===== src/design/stall_pkg.sv =====
package stall_pkg;

   // Clock and timing
   localparam int CLK_PERIOD_NS   = 100;
   localparam int MS_TIME_NS      = 1_000_000;
   localparam int MS_CYCLES       = MS_TIME_NS / CLK_PERIOD_NS;
   localparam int RECOVER_TIME_MS = 100;
   localparam int RECOVER_CYCLES  = RECOVER_TIME_MS * MS_CYCLES;

   // Register indices on the plain port
   localparam logic [3:0] ADDR_CTRL      = 4'h0;
   localparam logic [3:0] ADDR_ACC_LVL   = 4'h1;
   localparam logic [3:0] ADDR_ACC_LIM   = 4'h2;
   localparam logic [3:0] ADDR_DEC_VOLT  = 4'h3;
   localparam logic [3:0] ADDR_RUN_LVL   = 4'h4;
   localparam logic [3:0] ADDR_STALL_T   = 4'h5;
   localparam logic [3:0] ADDR_QUAL_T    = 4'h6;
   localparam logic [3:0] ADDR_STATUS    = 4'h7;
   localparam logic [3:0] ADDR_EFF_RUN   = 4'h8;

   // Control register field positions
   localparam int CTRL_ACC_EN    = 0;
   localparam int CTRL_DEC_EN    = 1;
   localparam int CTRL_MODE_LO   = 2;
   localparam int CTRL_METHOD_LO = 4;
   localparam int CTRL_CLASS400  = 6;
   localparam int CTRL_AIN_LO    = 8;

   // Control methods
   localparam logic [1:0] METHOD_VF_OPEN   = 2'h0;
   localparam logic [1:0] METHOD_VF_CLOSED = 2'h1;
   localparam logic [1:0] METHOD_IM_OLV    = 2'h2;
   localparam logic [1:0] METHOD_PM_OLV    = 2'h3;

   // Reset values (currents in 0.1 %, volts, time in 0.1 s and ms)
   localparam logic [1:0]  RST_METHOD   = 2'h0;
   localparam logic        RST_ACC_EN   = 1'b1;
   localparam logic        RST_DEC_EN   = 1'b1;
   localparam logic [1:0]  RST_RUN_MODE = 2'h1;
   localparam logic [3:0]  RST_AIN_FUNC = 4'h0;
   localparam logic [15:0] RST_ACC_LVL  = 16'h05DC;
   localparam logic [15:0] RST_ACC_LIM  = 16'h01F4;
   localparam logic [15:0] RST_DEC_VOLT = 16'h018B;
   localparam logic [15:0] RST_RUN_LVL  = 16'h04B0;
   localparam logic [15:0] RST_STALL_T  = 16'h0000;
   localparam logic [15:0] RST_QUAL_T   = 16'h0032;

   // Setting ranges
   localparam logic [15:0] ACC_LVL_MAX  = 16'h05DC;
   localparam logic [15:0] ACC_LIM_MAX  = 16'h03E8;
   localparam logic [15:0] DEC_VOLT_MIN = 16'h014A;
   localparam logic [15:0] DEC_VOLT_MAX = 16'h019A;
   localparam logic [15:0] RUN_LVL_MIN  = 16'h012C;
   localparam logic [15:0] RUN_LVL_MAX  = 16'h05DC;
   localparam logic [15:0] STALL_T_MAX  = 16'hEA60;
   localparam logic [1:0]  RUN_MODE_MAX = 2'h2;

   // Behaviour constants
   localparam logic [15:0] LOW_FREQ     = 16'h0258;
   localparam logic [16:0] RUN_MARGIN   = 17'h00014;
   localparam logic [3:0]  AIN_STALL    = 4'h7;
   localparam logic [4:0]  HYST_DEN     = 5'h14;
   localparam logic [4:0]  HYST_NUM     = 5'h11;

   typedef enum logic [1:0] {RAMP_FOLLOW, RAMP_HOLD, RAMP_DECEL} ramp_cmd_type;
   typedef enum logic [1:0] {
      DSEL_ACTIVE, DSEL_FIRST, DSEL_SECOND, DSEL_STALL
   } decel_sel_type;
   typedef enum logic [2:0] {
      ST_IDLE, ST_ACC_HOLD, ST_ACC_QUAL, ST_ACC_DEC,
      ST_DEC_HOLD, ST_RUN_DEC, ST_RUN_REC
   } state_type;

endpackage


===== src/design/stall_prevention.sv =====
// Notes on behaviour
// - V/f and IM: hold acceleration while current exceeds acceleration level.
// - Resume acceleration once current is 15% below acceleration level.
// - Constant power: acceleration level falls, floored at lower limit.
// - PM method: over level past qualify time, decelerate with stall time.
// - PM method: re-accelerate once current is 15% below acceleration level.
// - Acceleration enable defaults on; current level range 0 to 150%.
// - Stall deceleration time zero means use active deceleration time.
// - Deceleration protection off: follow deceleration ignoring bus voltage.
// - Deceleration protection on: hold frequency while bus voltage is high.
// - Bus threshold 330 to 410 V, default 395 V, doubled for 400 V.
// - Run protection never acts below 6 Hz output frequency.
// - Run protection only for V/f and PM methods; mode 0 to 2.
// - Run mode 0: just follow the frequency command.
// - Run mode 1: over run level, decelerate with first time set.
// - Recover after current under run level minus 2% for 100 ms.
// - Run mode 2: as mode 1 but always second deceleration time.
// - Run current level range 30 to 150 percent.
// - Analog function 7: run level is minimum of setting and input.
//
// Implementation choices: the address-and-strobe port and the placing of the registers.
`timescale 1ns/1ps
`default_nettype none
module stall_prevention
   import stall_pkg::*;
#(
   parameter int MS_CYC  = stall_pkg::MS_CYCLES,
   parameter int REC_CYC = stall_pkg::RECOVER_CYCLES
) (
   input  wire logic                    ref_clk,
   input  wire logic                    rst,
   input  wire logic                    clk_en,
   input  wire logic [3:0]              addr,
   input  wire logic [15:0]             wdata,
   input  wire logic                    wr,
   input  wire logic                    rd,
   output logic      [15:0]             rdata,
   input  wire logic [15:0]             freq_cmd,
   input  wire logic [15:0]             out_freq,
   input  wire logic [15:0]             base_freq,
   input  wire logic [15:0]             out_current,
   input  wire logic [15:0]             bus_voltage,
   input  wire logic [15:0]             analog_level,
   output stall_pkg::ramp_cmd_type      ramp_cmd,
   output stall_pkg::decel_sel_type     decel_select,
   output logic                         stall_active
);
   import stall_pkg::*;

   typedef struct packed {
      logic [15:0]   cur_s1;
      logic [15:0]   cur_s2;
      logic [15:0]   volt_s1;
      logic [15:0]   volt_s2;
      logic [15:0]   ana_s1;
      logic [15:0]   ana_s2;
      logic [1:0]    method;
      logic          acc_en;
      logic          dec_en;
      logic [1:0]    run_mode;
      logic          class400;
      logic [3:0]    ain_func;
      logic [15:0]   acc_lvl;
      logic [15:0]   acc_lim;
      logic [15:0]   dec_volt;
      logic [15:0]   run_lvl;
      logic [15:0]   stall_t;
      logic [15:0]   qual_t;
      state_type     state;
      logic [23:0]   ms_div;
      logic [15:0]   qual_cnt;
      logic [23:0]   rec_cnt;
      ramp_cmd_type  ramp;
      decel_sel_type dsel;
      logic          active;
      logic [15:0]   rdata;
   } all_type;

   all_type q_reg;
   all_type q_next;

   function automatic logic [15:0] clamp(input logic [15:0] v,
                                         input logic [15:0] lo,
                                         input logic [15:0] hi);
      if (v < lo) begin
         clamp = lo;
      end else if (v > hi) begin
         clamp = hi;
      end else begin
         clamp = v;
      end
   endfunction

   // True when a sits more than 15% below b
   function automatic logic below_hyst(input logic [47:0] a,
                                       input logic [47:0] b);
      below_hyst = (a * 48'(HYST_DEN)) < (b * 48'(HYST_NUM));
   endfunction

   logic        accel;
   logic        decel;
   logic        cp_range;
   logic [47:0] p_co;
   logic [47:0] p_lb;
   logic        acc_over;
   logic        acc_low;
   logic [16:0] volt_thr;
   logic        volt_over;
   logic        volt_under;
   logic [15:0] eff_run;
   logic        run_over;
   logic        run_low;
   logic        run_ok;
   logic        low_freq;
   logic        ms_tick;
   decel_sel_type stall_sel;

   always_comb begin
      accel    = freq_cmd > out_freq;
      decel    = freq_cmd < out_freq;
      cp_range = out_freq > base_freq;
      p_co     = 48'(q_reg.cur_s2) * 48'(out_freq);
      p_lb     = 48'(q_reg.acc_lvl) * 48'(base_freq);
      // Scaling by base/out keeps the level falling with speed
      if (cp_range) begin
         acc_over = (p_co > p_lb) && (q_reg.cur_s2 > q_reg.acc_lim);
         acc_low  = below_hyst(p_co, p_lb)
                 || below_hyst(48'(q_reg.cur_s2), 48'(q_reg.acc_lim));
      end else begin
         acc_over = q_reg.cur_s2 > q_reg.acc_lvl;
         acc_low  = below_hyst(48'(q_reg.cur_s2),
                               48'(q_reg.acc_lvl));
      end
      volt_thr   = q_reg.class400 ? {q_reg.dec_volt, 1'b0}
                                  : {1'b0, q_reg.dec_volt};
      volt_over  = {1'b0, q_reg.volt_s2} > volt_thr;
      volt_under = {1'b0, q_reg.volt_s2} < volt_thr;
      if (q_reg.ain_func == AIN_STALL && q_reg.ana_s2 < q_reg.run_lvl) begin
         eff_run = q_reg.ana_s2;
      end else begin
         eff_run = q_reg.run_lvl;
      end
      run_over = q_reg.cur_s2 > eff_run;
      run_low  = ({1'b0, q_reg.cur_s2} + RUN_MARGIN) < {1'b0, eff_run};
      run_ok   = (q_reg.method != METHOD_IM_OLV)
              && (q_reg.run_mode != 2'h0);
      low_freq = out_freq < LOW_FREQ;
      ms_tick  = q_reg.ms_div == 24'(MS_CYC - 1);
      stall_sel = (q_reg.stall_t == 16'h0000) ? DSEL_ACTIVE
                                              : DSEL_STALL;
   end

   always_comb begin
      q_next        = q_reg;
      q_next.cur_s1 = out_current;
      q_next.cur_s2 = q_reg.cur_s1;
      q_next.volt_s1 = bus_voltage;
      q_next.volt_s2 = q_reg.volt_s1;
      q_next.ana_s1 = analog_level;
      q_next.ana_s2 = q_reg.ana_s1;
      q_next.rdata  = 16'h0000;
      q_next.ms_div = ms_tick ? 24'h000000 : q_reg.ms_div + 24'h000001;

      // Writes are clamped into each setting's legal range; the qualify time is taken as written
      if (wr) begin
         if (addr == ADDR_CTRL) begin
            q_next.acc_en   = wdata[CTRL_ACC_EN];
            q_next.dec_en   = wdata[CTRL_DEC_EN];
            q_next.run_mode = (wdata[CTRL_MODE_LO +: 2] > RUN_MODE_MAX)
                            ? RUN_MODE_MAX : wdata[CTRL_MODE_LO +: 2];
            q_next.method   = wdata[CTRL_METHOD_LO +: 2];
            q_next.class400 = wdata[CTRL_CLASS400];
            q_next.ain_func = wdata[CTRL_AIN_LO +: 4];
         end else if (addr == ADDR_ACC_LVL) begin
            q_next.acc_lvl = clamp(wdata, 16'h0000, ACC_LVL_MAX);
         end else if (addr == ADDR_ACC_LIM) begin
            q_next.acc_lim = clamp(wdata, 16'h0000, ACC_LIM_MAX);
         end else if (addr == ADDR_DEC_VOLT) begin
            q_next.dec_volt = clamp(wdata, DEC_VOLT_MIN,
                                    DEC_VOLT_MAX);
         end else if (addr == ADDR_RUN_LVL) begin
            q_next.run_lvl = clamp(wdata, RUN_LVL_MIN,
                                   RUN_LVL_MAX);
         end else if (addr == ADDR_STALL_T) begin
            q_next.stall_t = clamp(wdata, 16'h0000, STALL_T_MAX);
         end else if (addr == ADDR_QUAL_T) begin
            q_next.qual_t = wdata;
         end
      end

      // Unmapped reads return zero
      if (rd) begin
         if (addr == ADDR_CTRL) begin
            q_next.rdata = {4'h0, q_reg.ain_func, 1'b0, q_reg.class400,
                            q_reg.method, q_reg.run_mode,
                            q_reg.dec_en, q_reg.acc_en};
         end else if (addr == ADDR_ACC_LVL) begin
            q_next.rdata = q_reg.acc_lvl;
         end else if (addr == ADDR_ACC_LIM) begin
            q_next.rdata = q_reg.acc_lim;
         end else if (addr == ADDR_DEC_VOLT) begin
            q_next.rdata = q_reg.dec_volt;
         end else if (addr == ADDR_RUN_LVL) begin
            q_next.rdata = q_reg.run_lvl;
         end else if (addr == ADDR_STALL_T) begin
            q_next.rdata = q_reg.stall_t;
         end else if (addr == ADDR_QUAL_T) begin
            q_next.rdata = q_reg.qual_t;
         end else if (addr == ADDR_STATUS) begin
            q_next.rdata = {9'h000, q_reg.state, q_reg.ramp, q_reg.dsel};
         end else if (addr == ADDR_EFF_RUN) begin
            q_next.rdata = eff_run;
         end
      end

      // Phase is judged only from idle, so one function owns the ramp
      case (q_reg.state)
         ST_IDLE: begin
            q_next.qual_cnt = 16'h0000;
            q_next.rec_cnt  = 24'h000000;
            if (accel && q_reg.acc_en && acc_over) begin
               q_next.state = (q_reg.method == METHOD_PM_OLV)
                            ? ST_ACC_QUAL : ST_ACC_HOLD;
            end else if (decel && q_reg.dec_en && volt_over) begin
               q_next.state = ST_DEC_HOLD;
            end else if (!accel && !decel && run_ok && !low_freq
                         && run_over) begin
               q_next.state = ST_RUN_DEC;
            end
         end
         ST_ACC_HOLD: begin
            if (acc_low || !accel || !q_reg.acc_en) begin
               q_next.state = ST_IDLE;
            end
         end
         ST_ACC_QUAL: begin
            if (!acc_over || !q_reg.acc_en) begin
               q_next.state = ST_IDLE;
            end else if (q_reg.qual_cnt >= q_reg.qual_t) begin
               q_next.state = ST_ACC_DEC;
            end else if (ms_tick) begin
               q_next.qual_cnt = q_reg.qual_cnt + 16'h0001;
            end
         end
         ST_ACC_DEC: begin
            if (acc_low || !q_reg.acc_en) begin
               q_next.state = ST_IDLE;
            end
         end
         ST_DEC_HOLD: begin
            if (volt_under || !q_reg.dec_en) begin
               q_next.state = ST_IDLE;
            end
         end
         ST_RUN_DEC: begin
            q_next.rec_cnt = 24'h000000;
            if (low_freq || !run_ok) begin
               q_next.state = ST_IDLE;
            end else if (run_low) begin
               q_next.state = ST_RUN_REC;
            end
         end
         ST_RUN_REC: begin
            if (low_freq || !run_ok) begin
               q_next.state = ST_IDLE;
            end else if (run_over) begin
               q_next.state = ST_RUN_DEC;
            end else if (!run_low) begin
               q_next.rec_cnt = 24'h000000;
            end else if (q_reg.rec_cnt == 24'(REC_CYC - 1)) begin
               q_next.state = ST_IDLE;
            end else begin
               q_next.rec_cnt = q_reg.rec_cnt + 24'h000001;
            end
         end
         default: begin
            q_next.state = ST_IDLE;
         end
      endcase

      q_next.ramp = RAMP_FOLLOW;
      q_next.dsel = DSEL_ACTIVE;
      case (q_next.state)
         ST_ACC_HOLD, ST_DEC_HOLD, ST_RUN_REC: begin
            q_next.ramp = RAMP_HOLD;
         end
         ST_ACC_DEC: begin
            q_next.ramp = RAMP_DECEL;
            q_next.dsel = stall_sel;
         end
         ST_RUN_DEC: begin
            q_next.ramp = RAMP_DECEL;
            q_next.dsel = (q_reg.run_mode == 2'h2)
                        ? DSEL_SECOND : DSEL_FIRST;
         end
         default: begin
            q_next.ramp = RAMP_FOLLOW;
         end
      endcase
      q_next.active = q_next.state != ST_IDLE;
   end

   always_ff @(posedge ref_clk) begin
      if (rst) begin
         q_reg          <= '0;
         q_reg.method   <= RST_METHOD;
         q_reg.acc_en   <= RST_ACC_EN;
         q_reg.dec_en   <= RST_DEC_EN;
         q_reg.run_mode <= RST_RUN_MODE;
         q_reg.ain_func <= RST_AIN_FUNC;
         q_reg.acc_lvl  <= RST_ACC_LVL;
         q_reg.acc_lim  <= RST_ACC_LIM;
         q_reg.dec_volt <= RST_DEC_VOLT;
         q_reg.run_lvl  <= RST_RUN_LVL;
         q_reg.stall_t  <= RST_STALL_T;
         q_reg.qual_t   <= RST_QUAL_T;
         q_reg.state    <= ST_IDLE;
         q_reg.ramp     <= RAMP_FOLLOW;
         q_reg.dsel     <= DSEL_ACTIVE;
      end else if (clk_en) begin
         q_reg <= q_next;
      end
   end

   assign rdata        = q_reg.rdata;
   assign ramp_cmd     = q_reg.ramp;
   assign decel_select = q_reg.dsel;
   assign stall_active = q_reg.active;
endmodule
`default_nettype wire


===== config.mk =====
export PLATFORM = sky130hd
export DESIGN_NAME = stall_prevention
export DESIGN_NICKNAME = d
export VERILOG_FILES = /design/src/design/stall_pkg.sv /design/src/design/stall_prevention.sv
export SDC_FILE = /design/constraint.sdc
export NUM_CORES = 2
export LEC_CHECK = 0
export BUFFER_PORTS_ARGS = -buffer_cell sky130_fd_sc_hd__buf_2
export CAP_MARGIN = 20
export CELL_PAD_IN_SITES_DETAIL_PLACEMENT = 0
export CELL_PAD_IN_SITES_GLOBAL_PLACEMENT = 1
export CORE_ASPECT_RATIO = 1.25
export CORE_UTILIZATION = 54
export DETAILED_ROUTE_END_ITERATION = 12
export MAX_ROUTING_LAYER = met4
export PLACE_DENSITY_LB_ADDON = 0.1
export SLEW_MARGIN = 5
export SYNTH_ARGS = -nofsm -noshare
export SYNTH_HDL_FRONTEND = slang
export SYNTH_SLANG_ARGS = --single-unit

===== constraint.sdc =====
create_clock -name ref_clk -period 17.41 [get_ports ref_clk]
set_clock_uncertainty 0.1 [all_clocks]
set_input_delay 1.741 -clock ref_clk [delete_from_list [all_inputs] [get_ports ref_clk]]
set_output_delay 1.741 -clock ref_clk [all_outputs]
set_load 0.005 [all_outputs]

==> impl_metrics.yaml <==
outcome:
  status: "completed"
cts:
  clkTransAtPathRegs_ns: 0.07
  htreeDepth: 1
  post_cts_buffers: 0
  cts.repair.resized: 0
  clk_latency_ns: 0.59
  cts_made_buffers: 28
  cts_root_buf: "clkbuf_16"
  cts.path.max_buffers: 3
  cts_hold_buf: 0
  cts_tree: "yes"
  clock-sinks: 291
placement:
  portBuffers: 141
  dp_hpwl_um: 106000
  gp_congestion: 1.06
  place_inst: 5919
synthesis:
  netlist.area_leader.share_pct: 19.2
  synth-async-reset-ratio_pct: 0
  syn_nets: 6104
  synth_ff_type: "dfxtp_1"
  synth_enable_flop_cells: 0
  yosysWarnings: 0
  ys_top_cells_by_area: "fa_1 19%, ha_1 19%, dfxtp_1 14%, inv_1 6.3%, nand2_1 4.9%"
  syn_area_per_cell_um2: 8.23
  synth_top_area_cell: "fa_1"
  synth_most_common_cell: "inv_1"
  synth_area_um2: 40900
  postSynthCellCount: 4968
  yosys_register_bits: 291
  yosys-top-cells-count: "687 x inv_1, 622 x ha_1, 531 x nand2_1"
  yosysSeqAreaShare_pct: 14.3
  ys_types: 86
route:
  drtPass1Iterations: 6
  drt_wl_total_um: 133000
  first_iter_violations: 2514
  met3_length_um: 7330
  routed.top_layer: "met4"
  routed-wl-met2_um: 66500
  vias: 35300
  drc: 0
  antenna_left: 0
  wl_met1_um: 51000
  vias_per_cell: 5.91
  wl_per_cell_um: 22.2
global_routing:
  grt_max_degree: 89
  antenna_found_initial: 7
  track_usage_pct: 35.8
  grt_pass1_wl_um: 202000
  grt_pass1_vias: 35100
  overflow: 0
die:
  die_h_um: 310
  row_count: 112
  die_x_um: 248
  io_pins: 142
  core_area_um2: 74800
  dieArea_um2: 76800
  start_util_pct: 54.6
finish:
  fin_cells: 5979
  largest_reg_flops: 222
  nets: 6117
  areaGrowthSynthToFinish_pct: 6.13
  drive_above_1_share_pct: 5.54
worst_setup_path:
  crit_path_frequent_cell: "fa_1"
  crit_path_max_incr_delay_ns: 1.03
  path_buf_inv: 4
  start_kind: "flop"
  reg2regPathDepth: 39
  cp_max_fo: 13
  critPathCaptureType: "flop"
  worst_r2r_endpoint: "decel_select[0]$_SDFFE_PP0P_"
  slowest_stage: "dfxtp_1"
  regToRegStartpoint: "q_reg[170]$_SDFFE_PP1P_"
  crit_type: "flop to flop"
  critical-path-top-delay-family: "adder cells"
  r2r_slack_ns: 4.24
  arrival_ns: 13.53
  cp.required_ns: 17.78
worst_hold_path:
  min_path_type: "flop to flop"
  whs_path_depth: 2
  worstHoldStart: "q_reg[91]$_SDFFE_PP0P_"
  hold_end: "q_reg[91]$_SDFFE_PP0P_"
timing:
  fin_setup_tns_ns: 0
  finalCritPeriodShare_pct: 75.6
  max_slew_margin_pct: 23.9
  fin_crit_ns: 13.17
  hold_viol_final: 0
  final-setup-viol-count: 0
  final_max_slew_viol_count: 0
  fmax_mhz: 76.0
  grt_setup_unrepaired: "false"
  tightest_slew_ns: 1.14
pwr:
  power.leakage_nw: 21.8
  ir_worst_vdd_v: 0.000759
  power_density_nw_per_um2: 214
run:
  cap_violations: 0
[worst register-to-register path: cells and delay by family, from the launching register on]
kind / cells / cell delay (ns)
xor+xnor: 2 / 0.70
mux: 1 / 0.24
fa+ha+maj: 11 / 4.64
simple gates: 9 / 1.72
flops: 1 / 1.03
buf+inv: 4 / 1.21
compound gates: 12 / 3.37
[cells by family after synthesis]
logic type	Yosys count	synth area share (%)
fa+ha+maj	1021	38.4
buf+inv	907	8.51
compound gates	871	13.7
mux	138	3.40
xor+xnor	222	4.77
simple gates	1518	17.0
flops	291	14.3
[power breakdown]
group          switching, mW  internal [mW]  total, mW
registers             0.0166          0.680      0.697
logic                   4.72           3.19       7.92
clock network          0.297          0.394      0.691
total                   5.04           4.27       9.30
[area by class of cell]
| cell class | count | area [µm²] |
|---|---|---|
| well taps | 969 | 1210 |
| multi-input cells | 3770 | 31600 |
| clock inverters | 16 | 231 |
| repair buffers | 192 | 1100 |
| fillers | 7044 | 31400 |
| clock buffers | 35 | 778 |
| diodes | 8 | 20.0 |
| inverters | 698 | 2620 |
| flip-flops and latches | 291 | 5830 |
[worst max path at each step]
stage	end	slack, ns	startpoint	depth (start not counted)
global route	decel_select[1]$_SDFFE_PP0P_	3.39	q_reg[170]$_SDFFE_PP1P_	39
floorplan	decel_select[1]$_SDFFE_PP0P_	5.65	base_freq[14]	42
finish	decel_select[0]$_SDFFE_PP0P_	4.24	q_reg[170]$_SDFFE_PP1P_	39
global placement	decel_select[1]$_SDFFE_PP0P_	4.17	base_freq[15]	40
CTS	decel_select[0]$_SDFFE_PP0P_	4.50	q_reg[170]$_SDFFE_PP1P_	39
detailed placement	decel_select[1]$_SDFFE_PP0P_	4.17	base_freq[15]	40
[placed cells by master, fill, tap and decap left out, types with 45 or more instances in the layout]
cell type	count
fa_1	393
buf_2	139
mux2i_1	132
ha_1	622
o21a_1	45
xnor2_1	144
inv_1	687
dfxtp_1	291
a21oi_1	263
nand3_1	91
a21o_1	103
nor2_1	451
and2_1	133
nand2b_1	50
xor2_1	77
nor3_1	52
nand2_1	531
buf_4	50
o21ai_0	185
[layer usage]
metal,global-route usage [%],vias to the layer above
met4,19.2,0
met2,62.0,1196
met1,40.9,17200
met3,2.70,397
met5,-,-
li1,-,16500
[per-stage QoR]
step | hold WS (ns) | utilization [%] | setup WS, ns | area, µm² | total power [mW]
global route | 0.376 | 58.0 | 3.39 | 43400 | 10.3
global placement | 0.341 | 56.6 | 4.17 | 42300 | 8.53
finish | 0.355 | 58.0 | 4.24 | 43400 | 9.30
detailed placement | 0.346 | 56.6 | 4.17 | 42300 | 8.58
floorplan | 0.326 | - | 5.65 | 40900 | 6.44
CTS | 0.356 | 57.9 | 4.50 | 43400 | 9.32
No activity file was read; power rests on OpenSTA's default activity.
